## config.mk

```make
export PLATFORM = sky130hd
export DESIGN_NAME = tec_timer
export DESIGN_NICKNAME = d
export VERILOG_FILES = /design/src/include/tec_pkg.sv /design/src/rtl/tec_prescaler.sv /design/src/rtl/tec_timer.sv
export VERILOG_INCLUDE_DIRS = /design/src /design/src/include
export SDC_FILE = /design/constraint.sdc
export NUM_CORES = 1
export LEC_CHECK = 0
export CORE_MARGIN = 2
export CORE_UTILIZATION = 35
export DETAILED_ROUTE_END_ITERATION = 16
export DONT_BUFFER_PORTS = 1
export SLEW_MARGIN = 20
export SYNTH_ARGS = -nofsm -noshare
export SYNTH_HDL_FRONTEND = slang
export SYNTH_SLANG_ARGS = --single-unit
```

## constraint.sdc

```tcl
create_clock -name pclk -period 3.2 [get_ports pclk]
set_input_delay 0.48 -clock pclk [delete_from_list [all_inputs] [get_ports pclk]]
set_output_delay 0.48 -clock pclk [all_outputs]
set_load 0.005 [all_outputs]
```

## src/include/tec_defines.svh

```systemverilog
// Constants for the 8-bit timer/event counter
// Notes on behaviour
// - One 8-bit up counter with a separately written preload value.
// - Control bits 7:6 pick the mode: 00 comparator events, 01 pin events, 10 timer, 11 pulse-width capture.
// - Control bit 4 lets the counter advance when one and halts it when zero.
// - In event modes control bit 3 set counts falling edges, cleared counts rising edges.
// - In capture mode bit 3 set starts on rising and stops on falling, cleared the reverse.
// - Control bits 2:0 divide the system clock by two to the power of the field.
// - Event sources bypass the prescaler and each qualifying edge counts once directly.
// - Timer mode adds one on each high-to-low transition of the prescaled clock while enabled.
// - Overflow raises the timer interrupt, reloads from preload and keeps counting.
// - The interrupt is held back while its enable bit is zero, but overflow and reload still happen.
// - In event modes counting goes on during power-down and overflow also raises wake-up.
// - Reading the value register returns the live count, writing it sets the preload.
// - Control bit 5 is unimplemented, reads zero and ignores writes.
// - In capture mode setting enable only arms; counting starts at the selected start edge.
// - In capture mode the return edge clears enable, stops counting and later edges are ignored.
`ifndef TEC_DEFINES_SVH
`define TEC_DEFINES_SVH
// ============================================================
// Register byte addresses
`define TEC_ADDR_VALUE   8'h00
`define TEC_ADDR_CTRL    8'h04
`define TEC_ADDR_STATUS  8'h08
`define TEC_ADDR_MASK    8'h0C
// ============================================================
// Control fields
`define TEC_MODE_HI      7
`define TEC_MODE_LO      6
`define TEC_BIT_UNUSED   5
`define TEC_BIT_EN       4
`define TEC_BIT_EDGE     3
`define TEC_PS_HI        2
`define TEC_CTRL_RESET   8'h08
`define TEC_CTRL_WMASK   8'hDF
// ============================================================
// Status bits
`define TEC_ST_OVF       0
`define TEC_ST_WAKE      1
`define TEC_ST_MASK      2'h3
`endif

```

## src/include/tec_pkg.sv

```systemverilog
// Types shared by the timer/event counter
package tec_pkg;
    typedef enum logic [1:0] {
        TEC_MODE_CMP   = 2'b00,
        TEC_MODE_PIN   = 2'b01,
        TEC_MODE_TIMER = 2'b10,
        TEC_MODE_PWC   = 2'b11
    } tec_mode_t;

    typedef enum logic [1:0] {
        TEC_PW_IDLE = 2'b00,
        TEC_PW_ARM  = 2'b01,
        TEC_PW_RUN  = 2'b10
    } tec_pw_state_t;

    typedef struct packed {
        logic       step;
        logic [7:0] preload;
    } tec_step_t;
endpackage : tec_pkg

```

## src/rtl/tec_prescaler.sv

```systemverilog
// Power-of-two prescaler producing a one-cycle falling-edge tick
`timescale 1ns/100ps
module tec_prescaler #(
    parameter int STAGES = 7
) (
    input  wire logic       pclk,
    input  wire logic       presetn,
    input  wire logic       run,
    input  wire logic [2:0] sel,
    output logic            tick
);
    logic [STAGES-1:0] div_r;
    logic [STAGES-1:0] div_nxt;
    logic              tap_prev_r;
    logic              tap;

    always_comb begin
        div_nxt = run ? div_r + {{(STAGES-1){1'b0}}, 1'b1} : '0;
        tap     = (sel == 3'h0) ? 1'b0 : div_r[sel - 3'h1];
        // Undivided clock: every cycle is a high-to-low step
        tick    = run & ((sel == 3'h0) | (tap_prev_r & ~tap));
    end

    always_ff @(posedge pclk or negedge presetn) begin
        if (!presetn) begin
            div_r      <= '0;
            tap_prev_r <= 1'b0;
        end else begin
            div_r      <= div_nxt;
            tap_prev_r <= tap;
        end
    end
endmodule : tec_prescaler

```

## src/rtl/tec_timer.sv

```systemverilog
// Timer/event counter top with APB register slave
`timescale 1ns/100ps
`include "tec_defines.svh"
module tec_timer
    import tec_pkg::*;
#(
    parameter int WIDTH = 8
) (
    input  wire logic        pclk,
    input  wire logic        presetn,
    input  wire logic        psel,
    input  wire logic        penable,
    input  wire logic        pwrite,
    input  wire logic [7:0]  paddr,
    input  wire logic [31:0] pwdata,
    output logic [31:0]      prdata,
    output logic             pready,
    output logic             pslverr,
    input  wire logic        comparator_one_output,
    input  wire logic        ext_event_pin,
    input  wire logic        power_down,
    output logic             irq,
    output logic             wake_req
);
    // ============================================================
    // Registers
    logic [WIDTH-1:0] count_r,   count_nxt;
    logic [WIDTH-1:0] preload_r, preload_nxt;
    logic [7:0]       ctrl_r,    ctrl_nxt;
    logic [1:0]       status_r,  status_nxt;
    logic [1:0]       mask_r,    mask_nxt;
    logic [31:0]      prdata_nxt;
    logic             irq_r,     irq_nxt;
    logic             wake_r,    wake_nxt;
    logic             cmp_s1_r, cmp_s2_r, cmp_s3_r;
    logic             pin_s1_r, pin_s2_r, pin_s3_r;
    tec_pw_state_t    pw_r,      pw_nxt;

    tec_mode_t        mode;
    logic             en, edge_sel, wr_acc, rd_acc, ps_tick;
    logic             ev_in, ev_prev, rise, fall, start_edge, stop_edge;
    tec_step_t        stp;
    logic             ovf;

    function automatic logic valid_addr(input logic [7:0] a);
        valid_addr = (a == `TEC_ADDR_VALUE) | (a == `TEC_ADDR_CTRL) |
                     (a == `TEC_ADDR_STATUS) | (a == `TEC_ADDR_MASK);
    endfunction : valid_addr

    assign mode     = tec_mode_t'(ctrl_r[`TEC_MODE_HI:`TEC_MODE_LO]);
    assign en       = ctrl_r[`TEC_BIT_EN];
    assign edge_sel = ctrl_r[`TEC_BIT_EDGE];
    assign wr_acc   = psel & penable & pwrite;
    assign rd_acc   = psel & penable & ~pwrite;

    // ============================================================
    // Input synchronisers; stage two feeds the edge detector directly and also via stage three
    always_ff @(posedge pclk or negedge presetn) begin
        if (!presetn) begin
            cmp_s1_r <= 1'b0;
            cmp_s2_r <= 1'b0;
            cmp_s3_r <= 1'b0;
            pin_s1_r <= 1'b0;
            pin_s2_r <= 1'b0;
            pin_s3_r <= 1'b0;
        end else begin
            cmp_s1_r <= comparator_one_output;
            cmp_s2_r <= cmp_s1_r;
            cmp_s3_r <= cmp_s2_r;
            pin_s1_r <= ext_event_pin;
            pin_s2_r <= pin_s1_r;
            pin_s3_r <= pin_s2_r;
        end
    end

    always_comb begin
        ev_in      = (mode == TEC_MODE_CMP) ? cmp_s2_r : pin_s2_r;
        ev_prev    = (mode == TEC_MODE_CMP) ? cmp_s3_r : pin_s3_r;
        rise       = ev_in & ~ev_prev;
        fall       = ~ev_in & ev_prev;
        start_edge = edge_sel ? rise : fall;
        stop_edge  = edge_sel ? fall : rise;
    end

    // Prescaler runs only in modes that use the system clock
    tec_prescaler #(.STAGES(7)) u_ps (
        .pclk    (pclk),
        .presetn (presetn),
        .run     (en & mode[1]),
        .sel     (ctrl_r[`TEC_PS_HI:0]),
        .tick    (ps_tick)
    );

    // ============================================================
    // Counting and control
    always_comb begin
        pw_nxt   = pw_r;
        stp.step = 1'b0;
        stp.preload = preload_r;
        ctrl_nxt = ctrl_r;
        case (mode)
            TEC_MODE_CMP, TEC_MODE_PIN: begin
                // Prescaler bypassed, edges count directly
                stp.step = en & (edge_sel ? fall : rise);
                pw_nxt   = TEC_PW_IDLE;
            end
            TEC_MODE_TIMER: begin
                stp.step = en & ps_tick;
                pw_nxt   = TEC_PW_IDLE;
            end
            TEC_MODE_PWC: begin
                case (pw_r)
                    TEC_PW_IDLE: if (en) begin
                        pw_nxt = TEC_PW_ARM;
                    end
                    TEC_PW_ARM: begin
                        if (!en) pw_nxt = TEC_PW_IDLE;
                        else if (start_edge) pw_nxt = TEC_PW_RUN;
                    end
                    TEC_PW_RUN: begin
                        if (!en) begin
                            pw_nxt = TEC_PW_IDLE;
                        end else if (stop_edge) begin
                            pw_nxt = TEC_PW_IDLE;
                            ctrl_nxt[`TEC_BIT_EN] = 1'b0;
                        end else begin
                            stp.step = ps_tick;
                        end
                    end
                    default: pw_nxt = TEC_PW_IDLE;
                endcase
            end
            default: pw_nxt = TEC_PW_IDLE;
        endcase
        // Software write lands after hardware clear of enable
        if (wr_acc && paddr == `TEC_ADDR_CTRL) begin
            ctrl_nxt = pwdata[7:0] & `TEC_CTRL_WMASK;
        end
    end

    always_comb begin
        ovf         = stp.step & (&count_r);
        count_nxt   = count_r;
        preload_nxt = preload_r;
        if (ovf) begin
            count_nxt = stp.preload;
        end else if (stp.step) begin
            count_nxt = count_r + {{(WIDTH-1){1'b0}}, 1'b1};
        end
        if (wr_acc && paddr == `TEC_ADDR_VALUE) begin
            preload_nxt = pwdata[WIDTH-1:0];
        end
    end

    // ============================================================
    // Status, mask and interrupt; a new event beats a same-cycle clear
    always_comb begin
        status_nxt = status_r;
        mask_nxt   = mask_r;
        if (wr_acc && paddr == `TEC_ADDR_STATUS) begin
            status_nxt = status_r & ~pwdata[1:0];
        end
        if (wr_acc && paddr == `TEC_ADDR_MASK) begin
            mask_nxt = pwdata[1:0];
        end
        if (ovf) begin
            status_nxt[`TEC_ST_OVF] = 1'b1;
        end
        if (ovf && power_down && !mode[1]) begin
            status_nxt[`TEC_ST_WAKE] = 1'b1;
        end
        irq_nxt  = |(status_nxt & mask_nxt);
        wake_nxt = status_nxt[`TEC_ST_WAKE] & mask_nxt[`TEC_ST_WAKE];
    end

    // ============================================================
    // APB read data, zero wait states
    always_comb begin
        prdata_nxt = 32'h0000_0000;
        if (psel && !penable && !pwrite) begin
            case (paddr)
                `TEC_ADDR_VALUE:  prdata_nxt = {{(32-WIDTH){1'b0}}, count_r};
                `TEC_ADDR_CTRL:   prdata_nxt = {24'h000000, ctrl_r};
                `TEC_ADDR_STATUS: prdata_nxt = {30'h0, status_r};
                `TEC_ADDR_MASK:   prdata_nxt = {30'h0, mask_r};
                default:          prdata_nxt = 32'h0000_0000;
            endcase
        end else if (rd_acc) begin
            prdata_nxt = prdata;
        end
    end

    always_ff @(posedge pclk or negedge presetn) begin
        if (!presetn) begin
            count_r   <= '0;
            preload_r <= '0;
            ctrl_r    <= `TEC_CTRL_RESET;
            status_r  <= 2'h0;
            mask_r    <= 2'h0;
            irq_r     <= 1'b0;
            wake_r    <= 1'b0;
            pw_r      <= TEC_PW_IDLE;
            prdata    <= 32'h0000_0000;
            pslverr   <= 1'b0;
        end else begin
            count_r   <= count_nxt;
            preload_r <= preload_nxt;
            ctrl_r    <= ctrl_nxt;
            status_r  <= status_nxt;
            mask_r    <= mask_nxt;
            irq_r     <= irq_nxt;
            wake_r    <= wake_nxt;
            pw_r      <= pw_nxt;
            prdata    <= prdata_nxt;
            pslverr   <= psel & ~penable & ~valid_addr(paddr);
        end
    end

    assign pready   = 1'b1;
    assign irq      = irq_r;
    assign wake_req = wake_r;

    // ============================================================
    // Checks
    property p_ovf_reload;
        @(posedge pclk) disable iff (!presetn)
        (stp.step && count_r == 8'hFF) |=> (count_r == $past(preload_r));
    endproperty
    a_ovf_reload: assert property (p_ovf_reload) else $error("no reload on overflow");

    property p_ovf_sticky;
        @(posedge pclk) disable iff (!presetn)
        ovf |=> status_r[0];
    endproperty
    a_ovf_sticky: assert property (p_ovf_sticky) else $error("overflow flag not set");

    property p_irq_mask;
        @(posedge pclk) disable iff (!presetn)
        (!mask_r[`TEC_ST_OVF] && !(status_r[`TEC_ST_WAKE] && mask_r[`TEC_ST_WAKE])) |-> !irq;
    endproperty
    a_irq_mask: assert property (p_irq_mask) else $error("irq while masked");

    property p_halt;
        @(posedge pclk) disable iff (!presetn)
        !en |=> $stable(count_r);
    endproperty
    a_halt: assert property (p_halt) else $error("counted while disabled");

    property p_bit5;
        @(posedge pclk) disable iff (!presetn)
        1'b1 |-> !ctrl_r[`TEC_BIT_UNUSED];
    endproperty
    a_bit5: assert property (p_bit5) else $error("bit 5 set");

    property p_inc_one;
        @(posedge pclk) disable iff (!presetn)
        (stp.step && count_r != 8'hFF) |=> count_r == $past(count_r) + 8'h01;
    endproperty
    a_inc_one: assert property (p_inc_one) else $error("step not by one");

    property p_arm_hold;
        @(posedge pclk) disable iff (!presetn)
        (mode == TEC_MODE_PWC && pw_r == TEC_PW_ARM) |-> !stp.step;
    endproperty
    a_arm_hold: assert property (p_arm_hold) else $error("counted before start edge");

    property p_pwc_stop;
        @(posedge pclk) disable iff (!presetn)
        (mode == TEC_MODE_PWC && pw_r == TEC_PW_RUN && en && stop_edge && !wr_acc) |=> !en && pw_r == TEC_PW_IDLE;
    endproperty
    a_pwc_stop: assert property (p_pwc_stop) else $error("capture did not stop");

    property p_event_direct;
        @(posedge pclk) disable iff (!presetn)
        (!mode[1] && en && (edge_sel ? fall : rise)) |-> stp.step;
    endproperty
    a_event_direct: assert property (p_event_direct) else $error("event edge missed");
endmodule : tec_timer

```

==> metrics <==
top cells by area, synth dfrtp_1 44%, buf_4 6.5%, mux2_1 6.3%; total core area 0.00830 sq mm; first-pass GRT wire length 9830 um; Net Sw Frac 22.2%; Fin Setup TNS 0 ns; # nets final 338; Hold Crit Class in -> async; leakage 1.39 nW; Die Ht 96.9 um; GRT overflow 0; DP Wirelength 4280 um; via density per instance 5.08; #FFs+latches synth 54; fin crit share 85.3%; Final setup viols 0; CP Cell Sequence inv_1, ha_1, mux2i_1, mux4_2, nor3_4, nor4_4, o211a_1, mux2_4; PwrDens 356 mW/mm^2; Core Rows 33; largest stage delay on the critical path 0.50 ns; P_int 868 uW; H-Tree Depth 2; Mapped Area 0.00302 sq mm; largest net degree at the start of global routing 54; Avg WL per Cell 15.1 um; Post-CTS Setup Inserts 0; Pre-antenna DRT Iters 4; Crit Path Category reg -> reg; Slew headroom 65.1%; Buf+Inv Stages, Crit Path 1; Combinational Power Share 5.1%; Initial Util 36.4%; WL final 5900 um; Top Ports 84; CP Max Fanout 7; fmax 0.366 GHz; CTS Sinks 54; share of cells above drive strength 1 10.5%; Ys Warns 0; most frequent cells after synthesis 53 x dfrtp_1, 28 x nand2_1, 26 x buf_4, 22 x nor2_1, 17 x mux2_1; Root Buffer clkbuf_8; ant diodes 0; crit path DAT 2.91 ns; clock latency on the worst-skew pair 0.30 ns; DIE AREA 0.00938 sq mm; Critical Path RT 3.38 ns; clock power share 32.4%; Max VDD drop 0.000166 V; post-synthesis sequential area ratio 44.8%; ys async rst share 100%; number of I/O port buffers 0; most frequent cell after synthesis dfrtp_1; MaxCap Viol Count 0; worst hold slack 0.0283 ns; top_reg_cell synth dfrtp_1; Hold Fails Final Rpt 0; DRC 0; outcome complete, no violations; Distinct cells, synth 54; P_sw 248 uW; total CTS buffers 5; RSZ-0062 raised after global routing false; sequential share of power 62.5%; CP max stage cell nor4_4; Final Wtd Congestion 0.763; worst clock skew 0.00868 ns; CP Launch Type register; initial antenna violation count 0; Reg clk slew, reported paths 0.09 ns; Die W 96.9 um; Clock Path Buffers 2; All-Layer GR Usage 12.8%; Least-Margin Pin Slew 0.522 ns; fin crit period 2.73 ns; Top Family by Delay on Critical Path multiplexers; post-place setup slack 0.472 ns; post-synth top area cell dfrtp_1; Mapped Avg Cell Area 10.6 sq um; vias in the first global route 1966; EDFF count, synth 0; CP endpoint kind register; P&R area growth vs syn 3.81%; Slew Viols, Final 0; Synth Instances 286; Antenna Violating Nets Remaining 0; PnR worst setup slack 0.470 ns; initial DRC count 120; total power 1.12 mW; top-area cell type share of the netlist area 43.9%; final design utilization 37.8%; Via Count 1990; TritonCTS clock tree built
[kinds of logic (layout without fill, tap and decap cells)]
group | after synthesis | in the layout | share of synthesized area (%)
other | 2 | 25 | 0.249
multiplexers | 35 | 35 | 14.2
buffers and inverters | 45 | 23 | 9.16
AND/OR/NAND/NOR | 96 | 96 | 17.8
XOR/XNOR | 5 | 5 | 1.45
flip-flops | 54 | 54 | 44.8
adder cells (fa/ha/maj) | 4 | 4 | 1.66
AO/OA/AOI/OAI | 45 | 45 | 10.7
[worst paths after layout]
kind | startpoint | endpoint | slack (ns) | cells past startpoint
worst max-delay path | ctrl_r[0] | count_r[6] | 0.47 | 8
worst min register to register | pin_s1_r | pin_s2_r | 0.35 | 0
min in group pclk | comparator_one_output | cmp_s1_r | 0.21 | 0
worst max register to register | ctrl_r[0] | count_r[6] | 0.47 | 8
max in group asynchronous | presetn | ctrl_r[3] | 2.60 | 1
worst min-delay path | presetn | preload_r[1] | 0.03 | 1
[state kept, by name (all words and copies together), names as in the netlist, 2 cells and up]
name,cells
prdata,8
status_r,2
ctrl_r,7
preload_r,8
mask_r,2
count_r,8
pw_r,2
u_ps.div_r,7
[cells in the final DEF, fill, tap and decap left out, drive strengths merged, types with 3 or more instances in the layout]
cell type,count
dfrtp,53
nand2,28
nor2,28
conb,25
mux2,20
o21ai,15
inv,11
mux2i,11
nand3,10
and3,8
nand2b,8
clkbuf,8
o211ai,6
mux4,4
ha,4
a21oi,3
xnor2,3
a22oi,3
buf,3
[timing repair]
action / in CTS / in global routing
hold buffers: 1 / 1
endpoints found under the hold margin: 53 / 1
resized for setup: 0 / 0
[through the flow]
| step | cells | cell area, sq um |
|---|---|---|
| 4_1_cts | 391 | 3120 |
| 6_report | 392 | 3130 |
| 3_3_place_gp | 382 | 3020 |
| 2_1_floorplan | 309 | 3110 |
| 5_1_grt | 392 | 3130 |
| 3_5_place_dp | 382 | 3020 |
[metal layers]
metal | wire length (um) | vias to the layer above | track usage [%] | part of all wire, %
met5 | 0 | - | 0 | 0
met1 | 2790 | 982 | 17.3 | 47
met2 | 2810 | 45 | 20.7 | 48
li1 | - | 961 | - | -
met3 | 268 | 2 | 3.47 | 4.5
met4 | 29 | 0 | 3.03 | 0.49
[area by class of cell]
type | count | area (sq um)
Clock buffer | 8 | 80.1
Fill cell | 819 | 5160
Tap cell | 105 | 131
Inverter | 11 | 41.3
Sequential cell | 54 | 1350
Timing Repair Buffer | 4 | 52.6
Multi-Input combinational cell | 210 | 1480
[power groups by stage]
stage          clock network (mW)  logic (mW)  registers, mW
2_1_floorplan                   0      0.0633          0.708
4_1_cts                     0.376      0.0566          0.698
3_5_place_dp                    0      0.0392          0.711
5_1_grt                     0.407      0.0651          0.699
3_3_place_gp                    0      0.0382          0.711
6_report                    0.362      0.0565          0.698
No activity file was read; power rests on OpenSTA's default activity.
